===== src/logic/tcc_pkg.sv =====
// constants shared by the timer channel capture/compare block
`default_nettype none

package tcc_pkg;

  // structure
  localparam int N_CH = 4;
  localparam int AW = 8;
  localparam int DW = 32;
  localparam int CW = 16;

  // register byte offsets, one aligned word each
  localparam logic [7:0] OFF_CTRL = 8'h00;
  localparam logic [7:0] OFF_HI = 8'h10;
  localparam logic [7:0] OFF_LO = 8'h20;
  localparam logic [7:0] OFF_SEL = 8'h30;

  // channel control register field positions
  localparam int B_FLAG = 7;
  localparam int B_IE = 6;
  localparam int B_MSB = 5;
  localparam int B_MSA = 4;
  localparam int B_ELSH = 3;
  localparam int B_ELSL = 2;
  localparam int B_TOV = 1;
  localparam int B_MAX = 0;

  // edge select codes
  localparam logic [1:0] ELS_OFF = 2'h0;
  localparam logic [1:0] ELS_RISE = 2'h1;
  localparam logic [1:0] ELS_FALL = 2'h2;
  localparam logic [1:0] ELS_BOTH = 2'h3;

  // reset values
  localparam logic [7:0] CTRL_RST = 8'h00;
  localparam logic [N_CH-1:0] SEL_RST = 4'h0;

endpackage

`default_nettype wire


===== src/logic/tcc_capture.sv =====
// four-channel timer input capture / compare unit with apb registers
//
// How it works
// - edge sets flag; enabled flag raises request
// - pin inputs synchronised, one-clock events captured
// - latched count follows transition by two clocks
// - high byte read blocks capture until low
// - each unlocked selected edge recaptures, flag or not
// - cpu mode: read flag set, write zero
// - dma mode: low byte access clears flag
// - write one ignored; reset clears control
// - select bit routes to interrupt or dma
// - even buffered select disables odd partner
// - mode a: one compare, zero capture
// - edge select: off, rise, fall, both
// - edge select zero releases pin
// - control eight bits, odd bit five zero
// - channel values unreset, software writable storage
// - compare mode: match with counter sets flag
// - channels independent, may share one count
// - per channel edge choice under software
`timescale 1ns/1ps
`default_nettype none

module tcc_capture #(
  parameter bit HAS_DMA = 1'b1
) (
  input wire logic i_ref_clk,
  input wire logic i_rst,
  input wire logic i_psel,
  input wire logic i_penable,
  input wire logic i_pwrite,
  input wire logic [tcc_pkg::AW-1:0] i_paddr,
  input wire logic [tcc_pkg::DW-1:0] i_pwdata,
  input wire logic [3:0] i_pstrb,
  output logic [tcc_pkg::DW-1:0] o_prdata,
  output logic o_pready,
  output logic o_pslverr,
  input wire logic [tcc_pkg::N_CH-1:0] i_channel_pin,
  input wire logic [tcc_pkg::CW-1:0] i_shared_counter_value,
  output logic [tcc_pkg::N_CH-1:0] o_cpu_irq,
  output logic [tcc_pkg::N_CH-1:0] o_dma_req,
  output logic [tcc_pkg::N_CH-1:0] o_pin_connected
);
  import tcc_pkg::*;

  ////////////////////////////////////////////////////////////////////////
  // state

  logic [N_CH-1:0] sync1_q;
  logic [N_CH-1:0] sync2_q;
  logic [N_CH-1:0] prev_q;
  logic [N_CH-1:0] flag_q;
  logic [N_CH-1:0] ie_q;
  logic [N_CH-1:0] msb_q;
  logic [N_CH-1:0] msa_q;
  logic [N_CH-1:0] tov_q;
  logic [N_CH-1:0] max_q;
  logic [1:0] els_q [N_CH];
  logic [CW-1:0] val_q [N_CH];
  logic [N_CH-1:0] lock_q;
  logic [N_CH-1:0] armed_q;
  logic [N_CH-1:0] cmpblk_q;
  logic [N_CH-1:0] match_q;
  logic [N_CH-1:0] sel_q;
  logic [DW-1:0] prdata_q;
  logic [DW-1:0] rdata_d;

  ////////////////////////////////////////////////////////////////////////
  // apb decode

  logic setup;
  logic acc;
  logic mapped;
  logic wr_ok;
  logic rd_ok;
  logic [1:0] chi;
  logic [3:0] grp;

  assign chi = i_paddr[3:2];
  assign grp = i_paddr[7:4];
  assign setup = i_psel & ~i_penable;
  assign acc = i_psel & i_penable;
  // unaligned or unused addresses answer with an error
  assign mapped = (i_paddr[1:0] == 2'h0) &&
                  (grp == OFF_CTRL[7:4] || grp == OFF_HI[7:4] ||
                   grp == OFF_LO[7:4] || i_paddr == OFF_SEL);
  assign wr_ok = acc & i_pwrite & mapped & i_pstrb[0];
  assign rd_ok = acc & ~i_pwrite & mapped;
  // zero wait states: read data is staged in the setup cycle
  assign o_pready = 1'b1;
  assign o_pslverr = acc & ~mapped;
  assign o_prdata = prdata_q;

  ////////////////////////////////////////////////////////////////////////
  // per-channel decode and event logic

  logic [N_CH-1:0] hit_ctrl;
  logic [N_CH-1:0] hit_hi;
  logic [N_CH-1:0] hit_lo;
  logic [N_CH-1:0] dis;
  logic [N_CH-1:0] cap_mode;
  logic [N_CH-1:0] cmp_mode;
  logic [N_CH-1:0] dma_mode;
  logic [N_CH-1:0] edge_det;
  logic [N_CH-1:0] rd_hi_pend;
  logic [N_CH-1:0] cap_ev;
  logic [N_CH-1:0] cmp_ev;
  logic [N_CH-1:0] ev;
  logic [N_CH-1:0] lo_acc;
  logic [N_CH-1:0] wr_val;
  logic [7:0] ctrl_rd [N_CH];

  // each channel is its own copy, sharing the counter and, for odd ones, the even partner's buffered bit
  for (genvar c = 0; c < N_CH; c++) begin : g_ch
    localparam int M = c - (c % 2);
    localparam bit EVEN = (c % 2 == 0);

    assign hit_ctrl[c] = mapped && grp == OFF_CTRL[7:4] && chi == 2'(c);
    assign hit_hi[c] = mapped && grp == OFF_HI[7:4] && chi == 2'(c);
    assign hit_lo[c] = mapped && grp == OFF_LO[7:4] && chi == 2'(c);
    assign wr_val[c] = wr_ok & (hit_hi[c] | hit_lo[c]);

    // odd channel gives way to its even partner in buffered mode
    assign dis[c] = !EVEN && msb_q[M];
    // mode a only counts while the pair is unbuffered
    assign cap_mode[c] = ~dis[c] & ~msb_q[M] & ~msa_q[c] &
                         (els_q[c] != ELS_OFF);
    assign cmp_mode[c] = ~dis[c] & ~msb_q[M] & msa_q[c];
    assign dma_mode[c] = HAS_DMA & ie_q[c] & sel_q[c];
    assign o_pin_connected[c] = ~dis[c] & (els_q[c] != ELS_OFF);

    // high select bit watches falls, low watches rises
    assign edge_det[c] = (els_q[c][1] & ~sync2_q[c] & prev_q[c]) |
                         (els_q[c][0] & sync2_q[c] & ~prev_q[c]);

    // a high-byte read blocks capture from its setup cycle on,
    // otherwise the staged high byte could be torn
    assign rd_hi_pend[c] = i_psel & ~i_pwrite & hit_hi[c];
    assign cap_ev[c] = cap_mode[c] & edge_det[c] & ~lock_q[c] &
                       ~rd_hi_pend[c];
    // only the first cycle of a match counts, a halted counter
    // would otherwise re-flag forever
    assign cmp_ev[c] = cmp_mode[c] & ~cmpblk_q[c] & ~match_q[c] &
                       (val_q[c] == i_shared_counter_value);
    assign ev[c] = cap_ev[c] | cmp_ev[c];
    assign lo_acc[c] = acc & hit_lo[c];

    // routing of the enabled flag
    assign o_cpu_irq[c] = flag_q[c] & ie_q[c] & ~(HAS_DMA & sel_q[c]);
    assign o_dma_req[c] = flag_q[c] & dma_mode[c];

    // odd channels have no buffered select and read it as zero
    assign ctrl_rd[c] = dis[c] ? 8'h00 :
      {flag_q[c], ie_q[c], EVEN ? msb_q[c] : 1'b0, msa_q[c],
       els_q[c], tov_q[c], max_q[c]};
  end

  ////////////////////////////////////////////////////////////////////////
  // pin synchroniser and edge history

  // the first stage is read only by the second
  always_ff @(posedge i_ref_clk) begin
    if (i_rst) begin
      sync1_q <= '0;
      sync2_q <= '0;
      prev_q <= '0;
    end else begin
      sync1_q <= i_channel_pin;
      sync2_q <= sync1_q;
      prev_q <= sync2_q;
    end
  end

  ////////////////////////////////////////////////////////////////////////
  // channel control fields

  // writes to a disabled odd channel are dropped
  always_ff @(posedge i_ref_clk) begin
    if (i_rst) begin
      ie_q <= '0;
      msb_q <= '0;
      msa_q <= '0;
      tov_q <= '0;
      max_q <= '0;
      for (int c = 0; c < N_CH; c++) begin
        els_q[c] <= ELS_OFF;
      end
    end else begin
      for (int c = 0; c < N_CH; c++) begin
        if (wr_ok && hit_ctrl[c] && !dis[c]) begin
          ie_q[c] <= i_pwdata[B_IE];
          msb_q[c] <= (c % 2 == 0) ? i_pwdata[B_MSB] : 1'b0;
          msa_q[c] <= i_pwdata[B_MSA];
          els_q[c] <= {i_pwdata[B_ELSH], i_pwdata[B_ELSL]};
          tov_q[c] <= i_pwdata[B_TOV];
          max_q[c] <= i_pwdata[B_MAX];
        end
      end
    end
  end

  // service request select, forced low without a dma module
  always_ff @(posedge i_ref_clk) begin
    if (i_rst) begin
      sel_q <= SEL_RST;
    end else if (wr_ok && i_paddr == OFF_SEL) begin
      sel_q <= HAS_DMA ? i_pwdata[N_CH-1:0] : SEL_RST;
    end
  end

  ////////////////////////////////////////////////////////////////////////
  // event flags

  // a new event always wins over any clear in the same cycle
  always_ff @(posedge i_ref_clk) begin
    if (i_rst) begin
      flag_q <= '0;
    end else begin
      for (int c = 0; c < N_CH; c++) begin
        if (ev[c]) begin
          flag_q[c] <= 1'b1;
        end else if (dma_mode[c] && lo_acc[c]) begin
          flag_q[c] <= 1'b0;
        end else if (wr_ok && hit_ctrl[c] && !i_pwdata[B_FLAG] &&
                     armed_q[c] && !dma_mode[c]) begin
          flag_q[c] <= 1'b0;
        end
      end
    end
  end

  // arming needs a read that returned the flag set; an event in
  // between disarms, so a stale write zero cannot drop it
  always_ff @(posedge i_ref_clk) begin
    if (i_rst) begin
      armed_q <= '0;
    end else begin
      for (int c = 0; c < N_CH; c++) begin
        if (ev[c] || (wr_ok && hit_ctrl[c]) || !flag_q[c]) begin
          armed_q[c] <= 1'b0;
        end else if (rd_ok && hit_ctrl[c] && prdata_q[B_FLAG]) begin
          armed_q[c] <= 1'b1;
        end
      end
    end
  end

  ////////////////////////////////////////////////////////////////////////
  // channel value latches

  // no reset on purpose; a software write wins over a capture
  always_ff @(posedge i_ref_clk) begin
    for (int c = 0; c < N_CH; c++) begin
      if (wr_ok && hit_hi[c]) begin
        val_q[c][15:8] <= i_pwdata[7:0];
      end else if (wr_ok && hit_lo[c]) begin
        val_q[c][7:0] <= i_pwdata[7:0];
      end else if (cap_ev[c]) begin
        val_q[c] <= i_shared_counter_value;
      end
    end
  end

  // capture lock between high and low reads, compare hold between
  // high and low writes, and the previous match state
  always_ff @(posedge i_ref_clk) begin
    if (i_rst) begin
      lock_q <= '0;
      cmpblk_q <= '0;
      match_q <= '0;
    end else begin
      for (int c = 0; c < N_CH; c++) begin
        if (rd_ok && hit_lo[c]) begin
          lock_q[c] <= 1'b0;
        end else if (rd_ok && hit_hi[c] && cap_mode[c]) begin
          lock_q[c] <= 1'b1;
        end
        if (wr_ok && hit_lo[c]) begin
          cmpblk_q[c] <= 1'b0;
        end else if (wr_ok && hit_hi[c] && cmp_mode[c]) begin
          cmpblk_q[c] <= 1'b1;
        end
        match_q[c] <= (val_q[c] == i_shared_counter_value);
      end
    end
  end

  ////////////////////////////////////////////////////////////////////////
  // read data

  // unused bits and unmapped addresses read zero
  always_comb begin
    rdata_d = '0;
    for (int c = 0; c < N_CH; c++) begin
      if (hit_ctrl[c]) begin
        rdata_d[7:0] = ctrl_rd[c];
      end
      if (hit_hi[c]) begin
        rdata_d[7:0] = val_q[c][15:8];
      end
      if (hit_lo[c]) begin
        rdata_d[7:0] = val_q[c][7:0];
      end
    end
    if (i_paddr == OFF_SEL) begin
      rdata_d[N_CH-1:0] = sel_q;
    end
  end

  // staged in the setup cycle, held through the access cycle
  always_ff @(posedge i_ref_clk) begin
    if (i_rst) begin
      prdata_q <= '0;
    end else if (setup && !i_pwrite) begin
      prdata_q <= rdata_d;
    end
  end

  for (genvar c = 0; c < N_CH; c++) begin : g_chk

  end
endmodule

`default_nettype wire


===== config.mk =====
export PLATFORM = sky130hd
export DESIGN_NAME = tcc_capture
export DESIGN_NICKNAME = d
export VERILOG_FILES = /design/src/logic/tcc_pkg.sv /design/src/logic/tcc_capture.sv
export SDC_FILE = /design/constraint.sdc
export NUM_CORES = 1
export LEC_CHECK = 0
export BUFFER_PORTS_ARGS = -buffer_cell sky130_fd_sc_hd__buf_4
export CAP_MARGIN = 20
export CORE_MARGIN = 2
export CORE_UTILIZATION = 30
export DETAILED_ROUTE_END_ITERATION = 6
export PLACE_DENSITY = 0.49
export SLEW_MARGIN = 20
export SYNTH_ARGS = -nofsm -noshare
export SYNTH_HDL_FRONTEND = slang
export SYNTH_SLANG_ARGS = --single-unit

===== constraint.sdc =====
create_clock -name i_ref_clk -period 4.5 [get_ports i_ref_clk]
set_input_delay 0.225 -clock i_ref_clk [delete_from_list [all_inputs] [get_ports i_ref_clk]]
set_output_delay 0.225 -clock i_ref_clk [all_outputs]
set_load 0.02 [all_outputs]

; ---- After elaboration in Yosys (flattened, before gate mapping)
; Memory sizes are Yosys's and may differ from the RTL's.
; Index checks and enable logic that the tools add are counted.
[word_totals]
regBits = 62
inputBits = 69
elab_cells = 403
ramBits = 72
mem_count = 2
[mem_list]
columns = name, depth, width, rd, rd_clocked_by_memory_dff, write_ports, line
row1 = val_q, 4, 16, 4, 0, 4, tcc_capture.sv:60  ; logic [CW-1:0] val_q [N_CH];
row2 = els_q, 4, 2, 4, 0, 4, tcc_capture.sv:59  ; logic [1:0] els_q [N_CH];
[op_classes]
eq_ne = 10
reduce_logical = 118
n_mux = 89
bitwise_logic = 144
[op_table]
columns = cell, count
row1 = $mux W8, 22
row2 = $and A1 B1 Y1, 87
row3 = $logic_and A1 B1 Y1, 72
row4 = $eq A16 B16 Y1, 4
row5 = $mux W1, 62
row6 = $not A1 Y1, 37
row7 = $reduce_or A2 Y1, 12
row8 = $or A1 B1 Y1, 20
row9 = $logic_not A1 Y1, 12
row10 = $reduce_bool A3 Y1, 4
row11 = $logic_or A1 B1 Y1, 11
row12 = $eq A8 B6 Y1 const B, 1
row13 = $mux W2, 4
row14 = $reduce_bool A2 Y1, 4
row15 = $eq A2 B2 Y1 const B, 2
row16 = $eq A4 B1 Y1 const B, 1
row17 = $eq A4 B2 Y1 const B, 1
row18 = $logic_not A2 Y1, 2
row19 = $logic_not A4 Y1, 1
row20 = $mux W4, 1
row21 = $eq A2 B1 Y1 const B, 1

; ---- Longest topological paths before layout
[logic_depth]
ltp_word = 20
ltp_mapped = 8
ltp_nobuf = 5

; ---- Worst setup path before layout
; Ideal clock, no wire load.
[synth_timing]
path_kind = input to register
from = in i_paddr[7] in the netlist's numbering
to = mem val_q[3][0], enable pin
arrival_ns = 2.141
setup_time_ns = 0.375
path_stages = 7
t_required_ns = 4.125
slack_ns = 1.983
cell_sequence = or4_4 buf_6 a311o_2 buf_2 nor2_1 inv_1 a21oi_1
[synth_rtl]
columns = element, line
row1 = start: declaration, tcc_capture.sv:33  ; input wire logic [tcc_pkg::AW-1:0] i_paddr,
row2 = end: declaration, tcc_capture.sv:60

==> impl_metrics.json <==
{
  "status": "finished, final reports clean",
  "placed_cells": 1175,
  "post_cts_buffers": 0,
  "dpl_worst_slack_ns": 1.35,
  "clock.fmax_mhz": 364,
  "routed_wl_mm": 30.3,
  "critPathArrivalTime_ns": 2.92,
  "fin_util_pct": 34.8,
  "cpMaxStageDelayCell": "or4_4",
  "overflow": 0,
  "grt_pass1_vias": 6532,
  "crit_top_cell": "buf_4",
  "worstSetupPathType": "input pin to flop",
  "synth_flop_cell": "edfxtp_1",
  "grt_antenna_before_repair": 1,
  "cts.sinks": 134,
  "final.setup.tns_ns": 0,
  "grt_max_degree": 60,
  "ctsHtreeMaxLevel": 4,
  "start_util_pct": 30.7,
  "synth_seq_cells": 134,
  "final_cell_count_no_fill": 1208,
  "r2r-end": "val_q[0][9]",
  "power_leakage_nw": 3.24,
  "critPathLaunchType": "input pin",
  "grt_pass1_wl_mm": 44.2,
  "r2r_slack_ns": 1.85,
  "hold_end": "sync1_q[2]",
  "port-buffer-count": 62,
  "cap_violations": 0,
  "fin_skew_ns": 0.0107,
  "cts_buffer_depth": 2,
  "fill_cells": 2816,
  "irDropWorstVdd_uv": 202,
  "worstSetupEndpointType": "flop",
  "ant_nets": 0,
  "grt_setup_unrepaired": "false",
  "multiInputGateArea_um2": 4410,
  "worstPathRequired_ns": 4.67,
  "drive_gt1_share_pct": 20.4,
  "worstMarginPinSlew_ns": 1.13,
  "syn-cell-area_um2": 8300,
  "cts.clk_slew.worst_paths_ns": 0.06,
  "seq_area_um2": 3400,
  "power.density_nw_per_um2": 329,
  "setup_viol": 0,
  "crit_family": "compound AO/OA/AOI/OAI gates",
  "period_needed_ns": 2.75,
  "tritoncts": "yes",
  "synth_seq_area_share_pct": 41.0,
  "die_w_um": 170,
  "slowest_delay_ns": 0.79,
  "drc": 0,
  "num_rows": 60,
  "vias": 6800,
  "nNetsFinal": 922,
  "ff2ff_path_depth": 4,
  "r2r-start": "els_q[0][1]",
  "ys_warn_count": 0,
  "core-area_um2": 27000,
  "dieArea_um2": 29000,
  "relSlewSlack_pct": 24.5,
  "drt_iter0_markers": 704,
  "whs_ns": 0.0229,
  "hold_path_class": "input pin to flop",
  "gp_congestion": 0.899,
  "routed_via_density": 5.63,
  "finalHoldViolCount": 0,
  "die_h_um": 170,
  "cts.repair.resized": 0,
  "worst-path-buf-inv": 2,
  "path_cells": "buf_4 -> or4_4 -> a311oi_4 -> buf_4 -> nand2_2 -> o21ai_4 -> mux2_2",
  "wire_per_inst_um": 25.1,
  "cts_buffers": 17,
  "final-max-slew-violation-count": 0,
  "path_max_fanout": 37,
  "grt_use_total_pct": 21.1,
  "asyncSetResetFlopFracSynth_pct": 0,
  "hpwl_mm": 21.5,
  "setup_ws_ns": 1.75,
  "drtPass1Iterations": 5,
  "clock_latency_ns": 0.43,
  "period_share_pct": 61.1,
  "min_path_cells": 2,
  "cts_hold_buffers": 0,
  "synth_cell_types": 79,
  "clockRootBuffer": "clkbuf_16",
  "syn2layout_area_growth_pct": 13.2,
  "synth_area_per_cell_um2": 9.93,
  "synth_edf_count": 72,
  "io_pins": 115,
  "min_from": "i_channel_pin[2]",
  "synthCells": 836
}
==> cells by family (layout without fill, tap and decap cells) <==
group	after synthesis	after routing	share of synthesized area, %
simple gates	276	276	18.5
flops	134	134	41.0
compound gates	169	169	14.9
buf+inv	108	115	6.90
other cells	2	26	0.0905
xor+xnor	65	65	6.86
mux	82	82	11.8
==> power breakdown <==
| group | internal, W | switching [W] | leakage [nW] |
|---|---|---|---|
| Clock | 0.000863 | 0.000531 | 0.277 |
| Sequential | 0.00132 | 0.0000226 | 1.16 |
| Combinational | 0.000127 | 0.000229 | 1.80 |
==> state kept, by name (all words and copies together), names as in the netlist, 4 cells and up <==
name,flops
cmpblk_q,4
lock_q,4
match_q,4
sync1_q,4
sync2_q,4
armed_q,4
flag_q,4
tov_q,4
max_q,4
o_prdata,8
prev_q,4
ie_q,4
msa_q,4
els_q,8
val_q,64
sel_q,4
==> synthesized netlist by cell type (20+ instances only) <==
library cell	instances	share of area, %
mux2_4	20	3.6
edfxtp_1	72	26
nand2_1	45	2.0
clkbuf_1	52	2.4
dfxtp_1	62	15
nor2b_1	20	1.5
nor2_1	70	3.2
mux2_2	33	4.5
xor2_1	64	6.8
a21oi_1	42	2.5
nor3_1	20	1.2
buf_4	28	2.5
==> worst max path at each step <==
stage / end / cells after the start / slack, ns / from
floorplan: val_q[3][0] / 7 / 1.98 / i_paddr[7]
global placement: val_q[0][9] / 7 / 1.34 / i_paddr[7]
detailed placement: val_q[0][10] / 7 / 1.35 / i_paddr[7]
CTS: val_q[0][9] / 7 / 1.79 / i_paddr[7]
global route: val_q[0][11] / 7 / 1.67 / i_paddr[7]
finish: val_q[0][9] / 7 / 1.75 / i_paddr[7]
==> per-layer routing <==
| layer | track usage, % | wire length [µm] | vias to the layer above |
|---|---|---|---|
| li1 | - | - | 3092 |
| met1 | 31.5 | 15100 | 3379 |
| met2 | 30.4 | 12700 | 279 |
| met3 | 4.19 | 1840 | 50 |
| met4 | 6.58 | 708 | 0 |
| met5 | 0 | 0 | - |
==> layout make-up <==
type                            count  share of cell area, %
Timing Repair Buffer               72                   5.75
Antenna cell                        1                 0.0266
Sequential cell                   134                   36.2
Clock inverter                     11                   1.41
Clock buffer                       21                   4.69
Tap cell                          341                   4.54
Multi-Input combinational cell    617                   46.9
Inverter                           11                  0.439
==> layout by cell type (no fill, tap or decap), drive strengths merged, types with 8 or more instances in the layout <==
master | netlist | final
nor2 | 71 | 71
o21ai | 22 | 22
nor3 | 25 | 25
o31ai | 8 | 8
conb | 2 | 25
mux2 | 66 | 66
nand2 | 46 | 46
clkbuf | 52 | 21
edfxtp | 72 | 72
inv | 11 | 11
xor2 | 64 | 64
nand3b | 13 | 13
buf | 45 | 72
a21oi | 42 | 42
a211oi | 8 | 8
nor2b | 20 | 20
o22ai | 8 | 8
nand3 | 19 | 19
nor4 | 22 | 22
mux2i | 16 | 16
nand2b | 12 | 12
dfxtp | 62 | 62
==> worst register-to-register path: cells and delay by family, from the launching register on <==
family / cells / cell delay (ns)
AOI/OAI and AO/OA: 3 / 1.71
DFF: 1 / 0.45
and+or+nand+nor: 1 / 0.12
==> stage by stage <==
stage / cell area (µm²) / total power, W
global placement: 8820 / 0.00171
global route: 9400 / 0.00319
finish: 9400 / 0.00309
detailed placement: 8820 / 0.00171
CTS: 9400 / 0.00310
floorplan: 8390 / 0.00160
No activity file was read; power rests on OpenSTA's default activity.
